$ cat src/verilog/fbe_pkg.sv
// Purpose: Constants and types for the flash block erase sequencer
// Assumes: 20 MHz system clock, 8-bit register port
// Notes: Register offsets and control bit positions are local choices
// How it works
// - Erase needs program memory selected and configuration space deselected.
// - The erase select bit must be set; otherwise no erase happens.
// - Setting write start after a good unlock launches the block erase.
// - CPU stays stalled for the whole timed erase, about 2 ms.
// - Write enable must be set; start is rejected while it is clear.
// - One 64-byte block, pointer bits 21 to 6; low six bits ignored.
// - Instruction execution halts until the internal timer ends the write.
package fbe_pkg;
  localparam int CLK_PERIOD_NS = 50;
  localparam int ERASE_TIME_NS = 2_000_000;
  // Longest time, so rounded down
  localparam int ERASE_CYCLES = ERASE_TIME_NS / CLK_PERIOD_NS;
  localparam int TMR_W = 16;
  localparam int POINTER_W = 22;
  localparam int BLOCK_LSB = 6;
  localparam int BLOCK_W = POINTER_W - BLOCK_LSB;

  localparam logic [2:0] ADDR_POINTER_LOW = 3'h0;
  localparam logic [2:0] ADDR_POINTER_HIGH = 3'h1;
  localparam logic [2:0] ADDR_POINTER_UPPER = 3'h2;
  localparam logic [2:0] ADDR_FLASH_CONTROL = 3'h3;
  localparam logic [2:0] ADDR_UNLOCK_KEY = 3'h4;

  localparam logic [7:0] UNLOCK_KEY_FIRST = 8'h55;
  localparam logic [7:0] UNLOCK_KEY_SECOND = 8'hAA;
  localparam logic [7:0] CTRL_RESET = 8'h00;
  localparam logic [7:0] READ_IDLE = 8'h00;

  localparam int BIT_PGM_SEL = 7;
  localparam int BIT_CFG_SEL = 6;
  localparam int BIT_ERASE_SEL = 4;
  localparam int BIT_REJECT = 3;
  localparam int BIT_WRITE_ENABLE = 2;
  localparam int BIT_START = 1;

  typedef enum logic [3:0] {
    ST_IDLE  = 4'b0001,
    ST_KEY1  = 4'b0010,
    ST_ARMED = 4'b0100,
    ST_ERASE = 4'b1000
  } fbe_state_t;
endpackage

$ cat src/verilog/fbe_sequencer.sv
// Purpose: Self-timed block erase of program flash under software control
// Assumes: Register writes come from the CPU; no bus writes arrive while it is stalled
// Notes: Reads do not break the unlock sequence; any other write does
//
// Decided for this implementation: strobed register access and the register offsets.
`timescale 1ns/1ns
`default_nettype none
module fbe_sequencer
  import fbe_pkg::*;
#(
  parameter int ERASE_CYCLES_P = ERASE_CYCLES
) (
  input wire logic i_clk,
  input wire logic i_reset,
  input wire logic [2:0] i_addr,
  input wire logic [7:0] i_wdata,
  input wire logic i_wr,
  input wire logic i_rd,
  output logic [7:0] o_rdata,
  output logic o_cpu_stall,
  output logic o_erase_start,
  output logic o_erase_done,
  output logic [BLOCK_W-1:0] o_erase_block
);
  typedef struct packed {
    fbe_state_t state;
    logic [POINTER_W-1:0] table_pointer;
    logic pgm_sel;
    logic cfg_sel;
    logic erase_sel;
    logic write_enable;
    logic start;
    logic reject;
    logic [7:0] rdata;
    logic stall;
    logic erase_start;
    logic erase_done;
    logic [BLOCK_W-1:0] block;
  } fbe_seq_t;

  fbe_seq_t r_reg;
  fbe_seq_t r_next;
  logic timer_done;
  logic launch_ok;

  function automatic logic [7:0] ctrl_byte(input fbe_seq_t s);
    logic [7:0] b;
    b = CTRL_RESET;
    b[BIT_PGM_SEL] = s.pgm_sel;
    b[BIT_CFG_SEL] = s.cfg_sel;
    b[BIT_ERASE_SEL] = s.erase_sel;
    b[BIT_REJECT] = s.reject;
    b[BIT_WRITE_ENABLE] = s.write_enable;
    b[BIT_START] = s.start;
    return b;
  endfunction

  // Bits as written in the same cycle as the start request decide the launch
  assign launch_ok = (r_reg.state == ST_ARMED)
                     && i_wdata[BIT_WRITE_ENABLE]
                     && i_wdata[BIT_PGM_SEL]
                     && !i_wdata[BIT_CFG_SEL]
                     && i_wdata[BIT_ERASE_SEL];

  always_comb begin
    r_next = r_reg;
    r_next.erase_start = 1'b0;
    r_next.erase_done = 1'b0;
    r_next.rdata = READ_IDLE;
    if (i_rd) begin
      unique case (i_addr)
        ADDR_POINTER_LOW: r_next.rdata = r_reg.table_pointer[7:0];
        ADDR_POINTER_HIGH: r_next.rdata = r_reg.table_pointer[15:8];
        ADDR_POINTER_UPPER: r_next.rdata = {2'b00, r_reg.table_pointer[21:16]};
        ADDR_FLASH_CONTROL: r_next.rdata = ctrl_byte(r_reg);
        // Key port and unmapped addresses read as zero
        default: r_next.rdata = READ_IDLE;
      endcase
    end
    unique case (r_reg.state)
      ST_IDLE, ST_KEY1, ST_ARMED: begin
        if (i_wr) begin
          // Any write that is not the next key byte drops the unlock
          r_next.state = ST_IDLE;
          unique case (i_addr)
            ADDR_POINTER_LOW: r_next.table_pointer[7:0] = i_wdata;
            ADDR_POINTER_HIGH: r_next.table_pointer[15:8] = i_wdata;
            ADDR_POINTER_UPPER: r_next.table_pointer[21:16] = i_wdata[5:0];
            ADDR_UNLOCK_KEY: begin
              if (i_wdata == UNLOCK_KEY_FIRST) begin
                r_next.state = ST_KEY1;
              end else if (i_wdata == UNLOCK_KEY_SECOND && r_reg.state == ST_KEY1) begin
                r_next.state = ST_ARMED;
              end
            end
            ADDR_FLASH_CONTROL: begin
              r_next.pgm_sel = i_wdata[BIT_PGM_SEL];
              r_next.cfg_sel = i_wdata[BIT_CFG_SEL];
              r_next.erase_sel = i_wdata[BIT_ERASE_SEL];
              r_next.write_enable = i_wdata[BIT_WRITE_ENABLE];
              // Set wins over a clear written in the same cycle
              r_next.reject = i_wdata[BIT_REJECT] && r_reg.reject;
              if (i_wdata[BIT_START]) begin
                if (launch_ok) begin
                  r_next.state = ST_ERASE;
                  r_next.start = 1'b1;
                  r_next.stall = 1'b1;
                  r_next.erase_start = 1'b1;
                  r_next.block = r_reg.table_pointer[POINTER_W-1:BLOCK_LSB];
                end else begin
                  r_next.reject = 1'b1;
                end
              end
            end
            default: r_next.state = ST_IDLE;
          endcase
        end
      end
      ST_ERASE: begin
        // CPU is stalled; stray writes are dropped until the timer ends
        if (timer_done) begin
          r_next.state = ST_IDLE;
          r_next.start = 1'b0;
          r_next.stall = 1'b0;
          r_next.erase_done = 1'b1;
        end
      end
    endcase
  end

  always_ff @(posedge i_clk) begin
    if (i_reset) begin
      r_reg <= '0;
      r_reg.state <= ST_IDLE;
    end else begin
      r_reg <= r_next;
    end
  end

  fbe_timer #(
    .CYCLES(ERASE_CYCLES_P)
  ) u_timer (
    .i_clk(i_clk),
    .i_reset(i_reset),
    .i_start(r_reg.erase_start),
    .o_done(timer_done)
  );

  assign o_rdata = r_reg.rdata;
  assign o_cpu_stall = r_reg.stall;
  assign o_erase_start = r_reg.erase_start;
  assign o_erase_done = r_reg.erase_done;
  assign o_erase_block = r_reg.block;
endmodule
`default_nettype wire

$ cat src/verilog/fbe_timer.sv
// Purpose: Erase duration timer, one done pulse per start
// Assumes: Start is a one-cycle pulse, not repeated while running
// Notes: Done comes CYCLES edges after the start is seen
`timescale 1ns/1ns
`default_nettype none
module fbe_timer
  import fbe_pkg::*;
#(
  parameter int CYCLES = ERASE_CYCLES
) (
  input wire logic i_clk,
  input wire logic i_reset,
  input wire logic i_start,
  output logic o_done
);
  typedef struct packed {
    logic [TMR_W-1:0] count;
    logic run;
    logic done;
  } fbe_tmr_t;

  fbe_tmr_t r_reg;
  fbe_tmr_t r_next;

  always_comb begin
    r_next = r_reg;
    r_next.done = 1'b0;
    if (i_start) begin
      r_next.count = TMR_W'(CYCLES - 1);
      r_next.run = 1'b1;
    end else if (r_reg.run) begin
      if (r_reg.count == '0) begin
        r_next.run = 1'b0;
        r_next.done = 1'b1;
      end else begin
        r_next.count = r_reg.count - 1'b1;
      end
    end
  end

  always_ff @(posedge i_clk) begin
    if (i_reset) begin
      r_reg <= '0;
    end else begin
      r_reg <= r_next;
    end
  end

  assign o_done = r_reg.done;
endmodule
`default_nettype wire
$ cat config.mk
export PLATFORM = sky130hd
export DESIGN_NAME = fbe_sequencer
export DESIGN_NICKNAME = d
export VERILOG_FILES = /design/src/verilog/fbe_pkg.sv /design/src/verilog/fbe_sequencer.sv /design/src/verilog/fbe_timer.sv
export SDC_FILE = /design/constraint.sdc
export NUM_CORES = 1
export LEC_CHECK = 0
export BUFFER_PORTS_ARGS = -buffer_cell sky130_fd_sc_hd__buf_2
export CAP_MARGIN = 10
export CORE_ASPECT_RATIO = 1.2
export CORE_MARGIN = 5
export CORE_UTILIZATION = 40
export DETAILED_ROUTE_END_ITERATION = 12
export PLACE_DENSITY = 0.65
export SLEW_MARGIN = 30
export SYNTH_ARGS = -nofsm -noshare
export SYNTH_HDL_FRONTEND = slang
export SYNTH_SLANG_ARGS = --single-unit
export TNS_END_PERCENT = 50
$ cat constraint.sdc
create_clock -name i_clk -period 3.91 [get_ports i_clk]
set_input_delay 0 -clock i_clk [delete_from_list [all_inputs] [get_ports i_clk]]
set_output_delay 0 -clock i_clk [all_outputs]
set_load 0.02 [all_outputs]
### Yosys cells after proc, flatten, opt, wreduce, memory -nomap -nowiden

Index checks and enable logic that the tools add are counted.

* register bits: 77
* input bits: 15
* logic and storage cells: 97
* output and inout port bits: 27

* add/sub/neg operators: 1
* equality and inequality tests: 16
* bitwise logic cells: 8
* reductions and logical operators: 25
* mux-type cells: 28

Operators by type and width (number)
* 32-bit 2-to-1 mux: 1
* 8-bit case mux with 4 select lines: 1
* 18-bit 2-to-1 mux: 1
* 17-bit 2-to-1 mux: 1
* 16-bit zero test: 1
* 16-bit 2-to-1 mux: 1
* 8-bit 2-to-1 mux: 2
* 4-bit case mux with 2 select lines: 2
* 16-bit by 1-bit subtractor with 16-bit output, second input constant: 1
* 2-bit 2-to-1 mux: 6
* 4-bit 2-to-1 mux: 3
* 6-bit 2-to-1 mux: 2
* 3-bit AND reduction: 4
* 5-bit AND reduction: 2
* 8-bit by 7-bit == test with 1-bit output, second input constant: 1
* 8-bit == test, second input constant: 1
* 2-bit inequality test, second input constant: 4
* 1-bit NOT: 8
* 3-bit by 2-bit == test with 1-bit output, second input constant: 2
* 1-bit logical AND: 6
* 3-bit 2-to-1 mux: 2
* 2-bit AND reduction: 3
* 2-bit OR reduction: 3
* 3-bit OR reduction: 2
* 13 further kinds: 18

### Longest topological paths before layout

Gate-level depths: netlist (run 1).

* word-level depth: 10
* gate-level depth with buffers: 8
* depth with buffers taken out: 7

### Modules after synthesis

From an unflattened synthesis (run 1), not the netlist that was laid out.

* cell total of the unflattened synthesis: 401
* area total of the unflattened synthesis: 3798.6 um^2

By module, submodules not included
* fbe_sequencer: times used 1, seq. area each 1181.1 um^2, area an instance 2793.9 um^2, cells each 287
* fbe_timer: times used 1, seq. area each 360.3 um^2, area an instance 1004.7 um^2, cells each 114

### Worst setup path before layout (run 1)

Ideal clock, no wire load.

* path type: reg-to-reg
* from: reg u_timer.r_reg[2] (netlist name)
* to: reg u_timer.r_reg[3] (netlist name)
* cell stages (with the launch flop): 8
* setup time: 0.070 ns
* data required time: 3.840 ns
* arrival: 1.671 ns
* path slack: 2.169 ns
* period minus slack after synthesis: 1.741 ns
* path buffers: 0
* path through: dfxtp_1 inv_1 ha_1 nor4b_1 nand4b_4 nand2_1 mux2_1 a21oi_1

* cells in the longest elaborated chain, start to end: 4
* elaborated cells between the ends (all ways): 7
* those cells by class: add/sub: 1; eq/ne: 1; mux: 3; reduce/logical: 2

RTL lines
* from (decl): line fbe_timer.sv:22 `fbe_tmr_t r_reg;`
* from (signal assigned): line fbe_timer.sv:45 `r_reg <= r_next;`
* 16-bit by 1-bit subtractor with 16-bit output: line fbe_timer.sv:36 `r_next.count = r_reg.count - 1'b1;`
* 16-bit 2-to-1 mux: line fbe_timer.sv:32 `if (r_reg.count == '0) begin`
* 18-bit 2-to-1 mux: line fbe_timer.sv:31 `end else if (r_reg.run) begin`
* 17-bit 2-to-1 mux: line fbe_timer.sv:28 `if (i_start) begin`

Parallel ways exist; a longest one is shown, timed or not. The select of a mux whose other input is x is not followed.
A chain may end at the register's enable or synchronous reset.

### Worst setup path after layout (run 1)

* from: reg r_reg[56] (netlist name)
* to: reg r_reg[28] (netlist name)

* cells in the longest elaborated chain, start to end: 7
* elaborated cells between the ends (all ways): 16
* those cells by class: eq/ne: 9; mux: 1; reduce/logical: 6

RTL lines
* from (decl): line fbe_sequencer.sv:41 `fbe_seq_t r_reg;`
* from (signal assigned): line fbe_sequencer.sv:136 `r_reg <= r_next;`
* 4-bit by 3-bit == test with 1-bit output: line fbe_sequencer.sv:59, fbe_sequencer.sv:80
* 1-bit logical AND: line fbe_sequencer.sv:60 `&& i_wdata[BIT_WRITE_ENABLE]`
* 1-bit logical AND: line fbe_sequencer.sv:61 `&& i_wdata[BIT_PGM_SEL]`
* 1-bit logical AND: line fbe_sequencer.sv:62 `&& !i_wdata[BIT_CFG_SEL]`
* 1-bit logical AND: line fbe_sequencer.sv:63 `&& i_wdata[BIT_ERASE_SEL];`
* 2-bit inequality test (no line)
* 5-bit AND reduction (no line)

Parallel ways exist; a longest one is shown, timed or not.

==> results of run 1 <==
through the flow:
step / total power, mW / util, % / instance area (um^2)
after global routing: 1.52 / 44.8 / 3860
after global placement: 0.890 / 41.9 / 3610
after CTS: 1.48 / 44.8 / 3860
final: 1.47 / 44.8 / 3860
after floorplan: 0.865 / - / 3540
after detailed placement: 0.891 / 41.9 / 3610
per-layer routing:
metal / vias up / routed length, um / GRT usage (%)
li1: 1350 / - / -
met1: 1275 / 3260 / 17.8
met2: 57 / 4070 / 26.2
met3: 17 / 281 / 3.99
met4: 0 / 172 / 5.79
met5: - / 0 / 0
logic make-up (layout without fill, tap and decap cells):
group           count (synthesis)  count (layout)  synth area share (%)
xor+xnor                       16              16                  3.96
simple gates                  155             155                  22.4
fa+ha+maj                       2               2                 0.707
buf+inv                        52              71                  8.91
compound gates                 56              56                  9.90
mux                            37              37                  10.5
flops                          77              77                  43.6
synthesized netlist by cell type, drive strengths merged, types with 3 or more instances:
cell type,n,area [um^2]
xnor2,6,52.6
nand2b,3,18.8
clkbuf,14,52.6
o21ai,6,30.0
a21oi,38,190
mux2i,36,360
nor4,3,33.8
o22a,4,35.0
nor2b,5,31.3
inv,7,26.3
nand3,5,25.0
nor3b,3,27.5
nor3,8,45.0
nand2,45,169
nor2,59,224
xor2,10,87.6
buf,31,236
nor4b,3,38.8
nand4b,5,58.8
nand4,4,25.0
dfxtp,77,1540
where the power goes:
part           internal, mW  switching, mW  total (mW)
logic                0.0300         0.0513      0.0812
registers             0.790        0.00618       0.796
clock network         0.298          0.293       0.590
critical path, stage by stage, from the launching register on:
cell and delay [ps]:
sky130_fd_sc_hd__dfxtp_1 380, sky130_fd_sc_hd__nand4b_1 200, sky130_fd_sc_hd__nor4b_2 370, sky130_fd_sc_hd__nand4_1 670, sky130_fd_sc_hd__a21oi_1 390, sky130_fd_sc_hd__o32ai_2 120
repair_timing:
| action | 4_1_cts | 5_1_grt |
|---|---|---|
| buffers inserted | 0 | 0 |
| hold buffers | 6 | 0 |
| hold endpoints to repair | 13 | 0 |
| setup endpoints to repair | 0 | 0 |
cell type report:
| cell class | instances | area [um^2] | share of cell area, % |
|---|---|---|---|
| Multi-Input combinational cell | 266 | 1680 | 43.5 |
| Sequential cell | 77 | 1540 | 39.9 |
| Timing Repair Buffer | 48 | 273 | 7.07 |
| Tap cell | 117 | 146 | 3.79 |
| Clock buffer | 11 | 131 | 3.40 |
| Clock inverter | 5 | 60.1 | 1.56 |
| Inverter | 7 | 26.3 | 0.681 |
worst min path at each step:
stage / endpoint / slack, ps
floorplan: r_reg[29] / 140
global placement: r_reg[38] / 320
detailed placement: r_reg[40] / 330
CTS: r_reg[50] / 9
global route: r_reg[44] / 40
finish: r_reg[50] / 30
layout by cell type (no fill, tap or decap), drive strengths merged, types with 3 or more instances in the layout:
| master | n |
|---|---|
| nor4b | 3 |
| nor2 | 59 |
| nor3 | 8 |
| nor4 | 3 |
| nor2b | 5 |
| dlygate4sd3 | 6 |
| nand3 | 5 |
| xor2 | 10 |
| a21oi | 38 |
| mux2i | 36 |
| clkbuf | 11 |
| nand2 | 45 |
| dfxtp | 77 |
| buf | 42 |
| inv | 8 |
| nor3b | 3 |
| o21ai | 6 |
| nand2b | 3 |
| nand4b | 5 |
| o22a | 4 |
| xnor2 | 6 |
| nand4 | 4 |
==> summary.md, run 1 <==
| Metric | Value |
|---|---|
| Worst slew margin | 46.0% |
| Number of distinct library cell variants in the gate-level netlist after synthesis | 51 |
| Minimum setup slack after placement | 1600 ps |
| Number of cells upsized or downsized after cts | 0 |
| Core area | 8610 um^2 |
| Register-to-register path setup slack | 1640 ps |
| Fraction of registers with async set/reset | 0% |
| I/O Buffers | 41 |
| Die footprint | 10800 um^2 |
| Fin Clk Skew | 9.36 ps |
| Antenna-violating nets left | 0 |
| Net count after synthesis | 412 |
| Type of the worst setup path | reg2reg |
| Cell at the root of the clock tree | sky130_fd_sc_hd__clkbuf_8 |
| Post-synth EDFFs | 0 |
| Final non-filler cell total | 531 |
| Number of cells traversed by the worst register-to-register path | 5 |
| Least-Margin Pin Slew | 807 ps |
| Fraction of the yosys area taken by sequential cells | 43.6% |
| Endpoint kind of the worst setup timing path | flop |
| 1st-pass router iterations | 4 |
| Final period demand of the worst path | 2270 ps |
| FF+latch count, synth | 77 |
| Fill count | 901 |
| Worst R2R End | r_reg[28] |
| Remaining design rule violation count | 0 |
| Overflow after GRT | 0 |
| DRC marker count from the first detailed-route iteration | 86 |
| Clock sinks | 77 |
| Signal arrival time at the worst endpoint | 2470 ps |
| Ant. Diodes | 0 |
| Synth Area per Inst | 8.95 um^2 |
| Pwr/cell area | 380 nW/um^2 |
| Pin count of the biggest net entering global routing | 63 |
| Number of standard cells after synthesis | 395 |
| Portion of the clock cycle consumed by the worst path in the final layout | 58.1% |
| Startpoint of the worst-slack reg-to-reg timing path | r_reg[56] |
| Net total in the final layout | 426 |
| H-Tree Depth | 3 |
| Placed Instances | 509 |
| Hold WS | 27.8 ps |
| Final Max Slew Viols | 0 |
| Starting utilization of the core area | 41.1% |
| Crit-path max FO | 20 |
| Clock tree from TritonCTS | done |
| Worst Hold Class | in2reg |
| Global-route wire length before repair | 12900 um |
| Post-synthesis to final-layout area growth | 9.09% |
| Clock-pin slew of the registers on the worst-case setup and hold paths | 80 ps |
| Overall routed net length | 7780 um |
| Capture point of the critical path | r_reg[28] |
| Start point of the worst hold path | i_wdata[1] |
| Final setup TNS | 0 ps |
| Sum of net half-perimeters after detailed placement | 5630 um |
| Max reg flops | 32 |
| Number of antenna violations at the first check in global routing | 0 |
| Post-Syn Area | 3540 um^2 |
| Critical Path Source | r_reg[56] |
| Number of failing hold endpoints at the final stage | 0 |
| Source-to-sink clock delay at the later pin of the worst-skew pair | 340 ps |
| DR WL/cell | 14.7 um |
| Number of top-level design ports | 42 |
| Synth warn | 0 |
| Setup violation total in the final timing report | 0 |
| Worst path setup slack after routing | 1640 ps |
| Flip-flop cell with the highest count after synthesis | sky130_fd_sc_hd__dfxtp_1 |
| Result of the run | complete, no violations |
| Number of buffers created by CTS | 9 |
| Highest ir drop seen on vdd | 0.196 mV |
| Placer Congestion | 0.859 |
| Cell row count | 37 |
| Standby leakage power | 1.48 nW |
| Number of buffers between clock root and the deepest sink | 2 |
| Fmax | 440 MHz |
| Die Span X | 95.8 um |
| Vias per Instance | 5.08 |
| Number of vias after detailed routing | 2699 |
| Startpoint type of the worst setup path | flop |
| Unrepaired setup endpoints after global routing | no |
| Fraction of layout cells with a size suffix above 1 | 16.4% |
| Vias in the first global route | 2612 |
| Number of max-cap violations | 0 |
| Worst EP required | 4110 ps |
| Global Route Usage Sum | 15.2% |
| Die Ht | 113 um |
| Hold path depth | 3 |
Power figures use the tool's default switching activity.
==> run 2: changes to the inputs <==
--- a/config.mk
+++ b/config.mk
@@ -5,6 +5,7 @@
 export SDC_FILE = /design/constraint.sdc
 export NUM_CORES = 1
 export LEC_CHECK = 0
+export ABC_AREA = 1
 export BUFFER_PORTS_ARGS = -buffer_cell sky130_fd_sc_hd__buf_2
 export CAP_MARGIN = 10
 export CORE_ASPECT_RATIO = 1.2
==> constraint.sdc (replaced) <==
create_clock -name i_clk -period 2.2 [get_ports i_clk]
set_input_delay 0 -clock i_clk [delete_from_list [all_inputs] [get_ports i_clk]]
set_output_delay 0 -clock i_clk [all_outputs]
set_load 0.02 [all_outputs]
==> run 2 against run 1 <==
Sequential share of layout area shrank 4.0 points. Via count grew 21%. Clock power grew 140%. First-iteration DRC count grew 130%. Critical endpoint is now o_erase_block[5]. Largest power group unchanged.
==> summary.md, run 2 <==
| Metric | Value |
|---|---|
| Worst path setup slack after routing | 402 ps (-1240 ps) |
| Pwr/cell area | 707 nW/um^2 (+86%) |
| Overflow after GRT | 0 (unchanged) |
| Highest ir drop seen on vdd | 0.329 mV (+67%) |
| Hold Buf Count CTS | 8 (+2) |
| Signal arrival time at the worst endpoint | 1990 ps (-480 ps) |
| Clock sinks | 77 (unchanged) |
| Largest family of logic cells by synthesized area | simple AND/OR/NAND/NOR gates |
| Global Route Usage Sum | 15.8% (+0.64 points) |
| Vias per Instance | 4.88 (-4.0%) |
| Endpoint kind of the worst setup timing path | flop |
| Max reg flops | 32 (unchanged) |
| Clock tree from TritonCTS | done |
| Number of max-cap violations | 0 (unchanged) |
| Placer Congestion | 0.878 (+2.3%) |
| Crit-path max FO | 33 (+65%) |
| Least-Margin Pin Slew | 752 ps (-55.4 ps) |
| Fraction of registers with async set/reset | 0% (unchanged) |
| Overall routed net length | 8750 um (+12%) |
| Net count after synthesis | 534 (+30%) |
| Post-synthesis to final-layout area growth | 11.6% |
| Final core area utilization | 45.3% (+0.46 points) |
| Placed cell areas | 3920 um^2 (+8.7%) |
| Fraction of the mapped netlist area in simple logic gates | 26.2% (+3.8 points) |
| Comb power frac | 6.6% (+1.1 points) |
| P_int | 2.26 mW (+100%) |
| Number of top-level design ports | 42 (unchanged) |
| Worst Hold Class | in2reg |
| DRC marker count from the first detailed-route iteration | 195 (+130%) |
| XOR/XNOR Fraction of Synth Area | 1.14% (-2.8 points) |
| Share of cell area taken by muxes after synthesis | 0% (-11 points) |
| Starting utilization of the core area | 40.5% (-0.53 points) |
| Fraction of power consumed by sequential logic | 47.4% (-6.8 points) |
| Final period demand of the worst path | 1800 ps |
| Share of Yosys cell area claimed by the top area cell type | 40.2% (-3.4 points) |
| Overall power of the completed layout | 3.03 mW (+110%) |
| Remaining design rule violation count | 0 (unchanged) |
| Result of the run | complete, no violations |
| Die Span X | 99.4 um (+3.7%) |
| Number of standard cells after synthesis | 517 (+31%) |
| Fill count | 969 (+7.5%) |
| Arithmetic-cell share of the synthesized area counting full adders, half adders and majority gates | 0.652% (-0.056 points) |
| Die Ht | 117 um (+3.8%) |
| Part of the total power dissipated in the clock network | 46.1% (+5.9 points) |
| Largest area contributor in the netlist | sky130_fd_sc_hd__dfxtp_1 |
| Cell row count | 39 (+5.4%) |
| Antenna-violating nets left | 0 (unchanged) |
| Portion of the clock cycle consumed by the worst path in the final layout | 81.7% |
| Total non-filler cell area in the finished layout | 4290 um^2 (+11%) |
| Most common cell after layout, fill and taps aside | sky130_fd_sc_hd__nand2_1 |
| Fraction of layout cells with a size suffix above 1 | 19.3% (+2.9 points) |
| Compound-Gate Fraction of Synth Area | 17.1% (+7.2 points) |
| Worst slew margin | 49.7% (+3.8 points) |
| Number of failing hold endpoints at the final stage | 0 (unchanged) |
| Net total in the final layout | 555 (+30%) |
| I/O Buffers | 41 (unchanged) |
| DR WL/cell | 13.1 um (-11%) |
| Global-route wire length before repair | 15000 um (+16%) |
| Sw Ratio | 25.5% (+1.6 points) |
| Clock-pin slew of the registers on the worst-case setup and hold paths | 60 ps (-20 ps) |
| Hold path depth | 5 (+2) |
| FF+latch count, synth | 77 (unchanged) |
| Fmax | 556 MHz |
| Synth warn | 0 (unchanged) |
| Setup violation total in the final timing report | 0 (unchanged) |
| Most repeated cell in the gate-level netlist after synthesis | sky130_fd_sc_hd__nand2_1 |
| Number of buffers created by CTS | 9 (unchanged) |
| Number of cells traversed by the worst register-to-register path | 7 (+2) |
| Unrepaired setup endpoints after global routing | no |
| Minimum setup slack after placement | 452 ps (-1150 ps) |
| Area used by multi-input combinational logic | 1730 um^2 (+3.1%) |
| Number of buffers between clock root and the deepest sink | 2 (unchanged) |
| Vias in the first global route | 3147 (+20%) |
| Setup repair bufs after CTS | 0 (unchanged) |
| Post-Syn Area | 3840 um^2 (+8.5%) |
| Leading post-synthesis cells by cell area | sky130_fd_sc_hd__dfxtp_1 40%, sky130_fd_sc_hd__nand2_1 9.0%, sky130_fd_sc_hd__inv_1 6.4% |
| Number of distinct library cell variants in the gate-level netlist after synthesis | 36 (-29%) |
| Sum of net half-perimeters after detailed placement | 6530 um (+16%) |
| Number of antenna violations at the first check in global routing | 1 (+1) |
| Cell types with the highest counts after synthesis | 92 x sky130_fd_sc_hd__nand2_1, 77 x sky130_fd_sc_hd__dfxtp_1, 65 x sky130_fd_sc_hd__inv_1 |
| Standby leakage power | 1.91 nW (+29%) |
| Number of vias after detailed routing | 3253 (+21%) |
| Area of all sequential standard cells | 1540 um^2 (unchanged) |
| Worst EP required | 2390 ps (-1720 ps) |
| H-Tree Depth | 3 (unchanged) |
| Flip-flop cell with the highest count after synthesis | sky130_fd_sc_hd__dfxtp_1 |
| Pin count of the biggest net entering global routing | 34 (-46%) |
| Startpoint type of the worst setup path | primary input |
| Register-to-register path setup slack | 420 ps (-1220 ps) |
| Source-to-sink clock delay at the later pin of the worst-skew pair | 340 ps (about the same) |
| Cell at the root of the clock tree | sky130_fd_sc_hd__clkbuf_16 |
| Core area | 9470 um^2 (+9.9%) |
| Final Max Slew Viols | 0 (unchanged) |
| Switching power total | 0.772 mW (+120%) |
| Die footprint | 11700 um^2 (+7.7%) |
| Final setup TNS | 0 ps (unchanged) |
| Fraction of the yosys area taken by sequential cells | 40.2% (-3.4 points) |
| Most frequent cells in the layout | 92 x sky130_fd_sc_hd__nand2_1, 77 x sky130_fd_sc_hd__dfxtp_1, 65 x sky130_fd_sc_hd__inv_1 |
| Fin Clk Skew | 7.36 ps (-2.01 ps) |
| Type of the worst setup path | in2reg |
| Post-synth EDFFs | 0 (unchanged) |
| Number of cells upsized or downsized after cts | 0 (unchanged) |
| Synth Area per Inst | 7.42 um^2 (-17%) |
| 1st-pass router iterations | 4 (unchanged) |
## run 2: cell type report
cell class,count,share of cell area (%)
Multi-Input combinational cell,327,40.4
Clock inverter,7,1.34
Timing Repair Buffer,51,7.01
Clock buffer,9,5.26
Tap cell,123,3.59
Antenna cell,1,0.0584
Sequential cell,77,36.0
Inverter,72,6.36
## run 2: cells by family after synthesis
kind of cell,after synthesis
AO/OA/AOI/OAI,101
XOR/XNOR,5
adder cells (fa/ha/maj),2
buffers and inverters,113
flip-flops,77
AND/OR/NAND/NOR,219
## run 2: path summary, 6_finish.rpt
check / from / to
setup / recovery: i_wdata[6] / o_erase_block[5]
hold / removal: i_wr / r_reg[55]
setup reg to reg: r_reg[57] / o_erase_block[5]
hold reg to reg: u_timer.o_done / o_erase_done
## run 2: routing by layer
metal  vias up  routed length [um]  track usage (%)  share of wire (%)
li1       1694                   -                -                  -
met3        21                 533             4.93                6.1
met2        77                4290             26.0                 49
met1      1459                3680             19.1                 42
met5         -                   7                0              0.080
met4         2                 232             6.23                2.7
## run 2: power by group through the flow
stage,Sequential (mW),Combinational (mW),Clock [mW]
2_1_floorplan,1.46,0.131,0
3_3_place_gp,1.47,0.183,0
3_5_place_dp,1.47,0.187,0
4_1_cts,1.43,0.199,1.43
5_1_grt,1.44,0.222,1.50
6_report,1.44,0.199,1.39
## run 2: stage by stage
step                      cells  hold WS (ps)
after floorplan             517           147
after global placement      642           304
after detailed placement    642           301
after CTS                   666          26.1
after global routing        666          64.5
final                       667          28.4
## run 2: worst max-delay path, cell delays in order
cell	delay [ps]
sky130_fd_sc_hd__dlygate4sd3_1	530
sky130_fd_sc_hd__buf_2	150
sky130_fd_sc_hd__inv_1	70
sky130_fd_sc_hd__nand2_1	90
sky130_fd_sc_hd__nor2_1	140
sky130_fd_sc_hd__nand2_1	110
sky130_fd_sc_hd__nor2_2	100
sky130_fd_sc_hd__nand2_2	420
sky130_fd_sc_hd__nor2_1	310
sky130_fd_sc_hd__a211oi_2	50
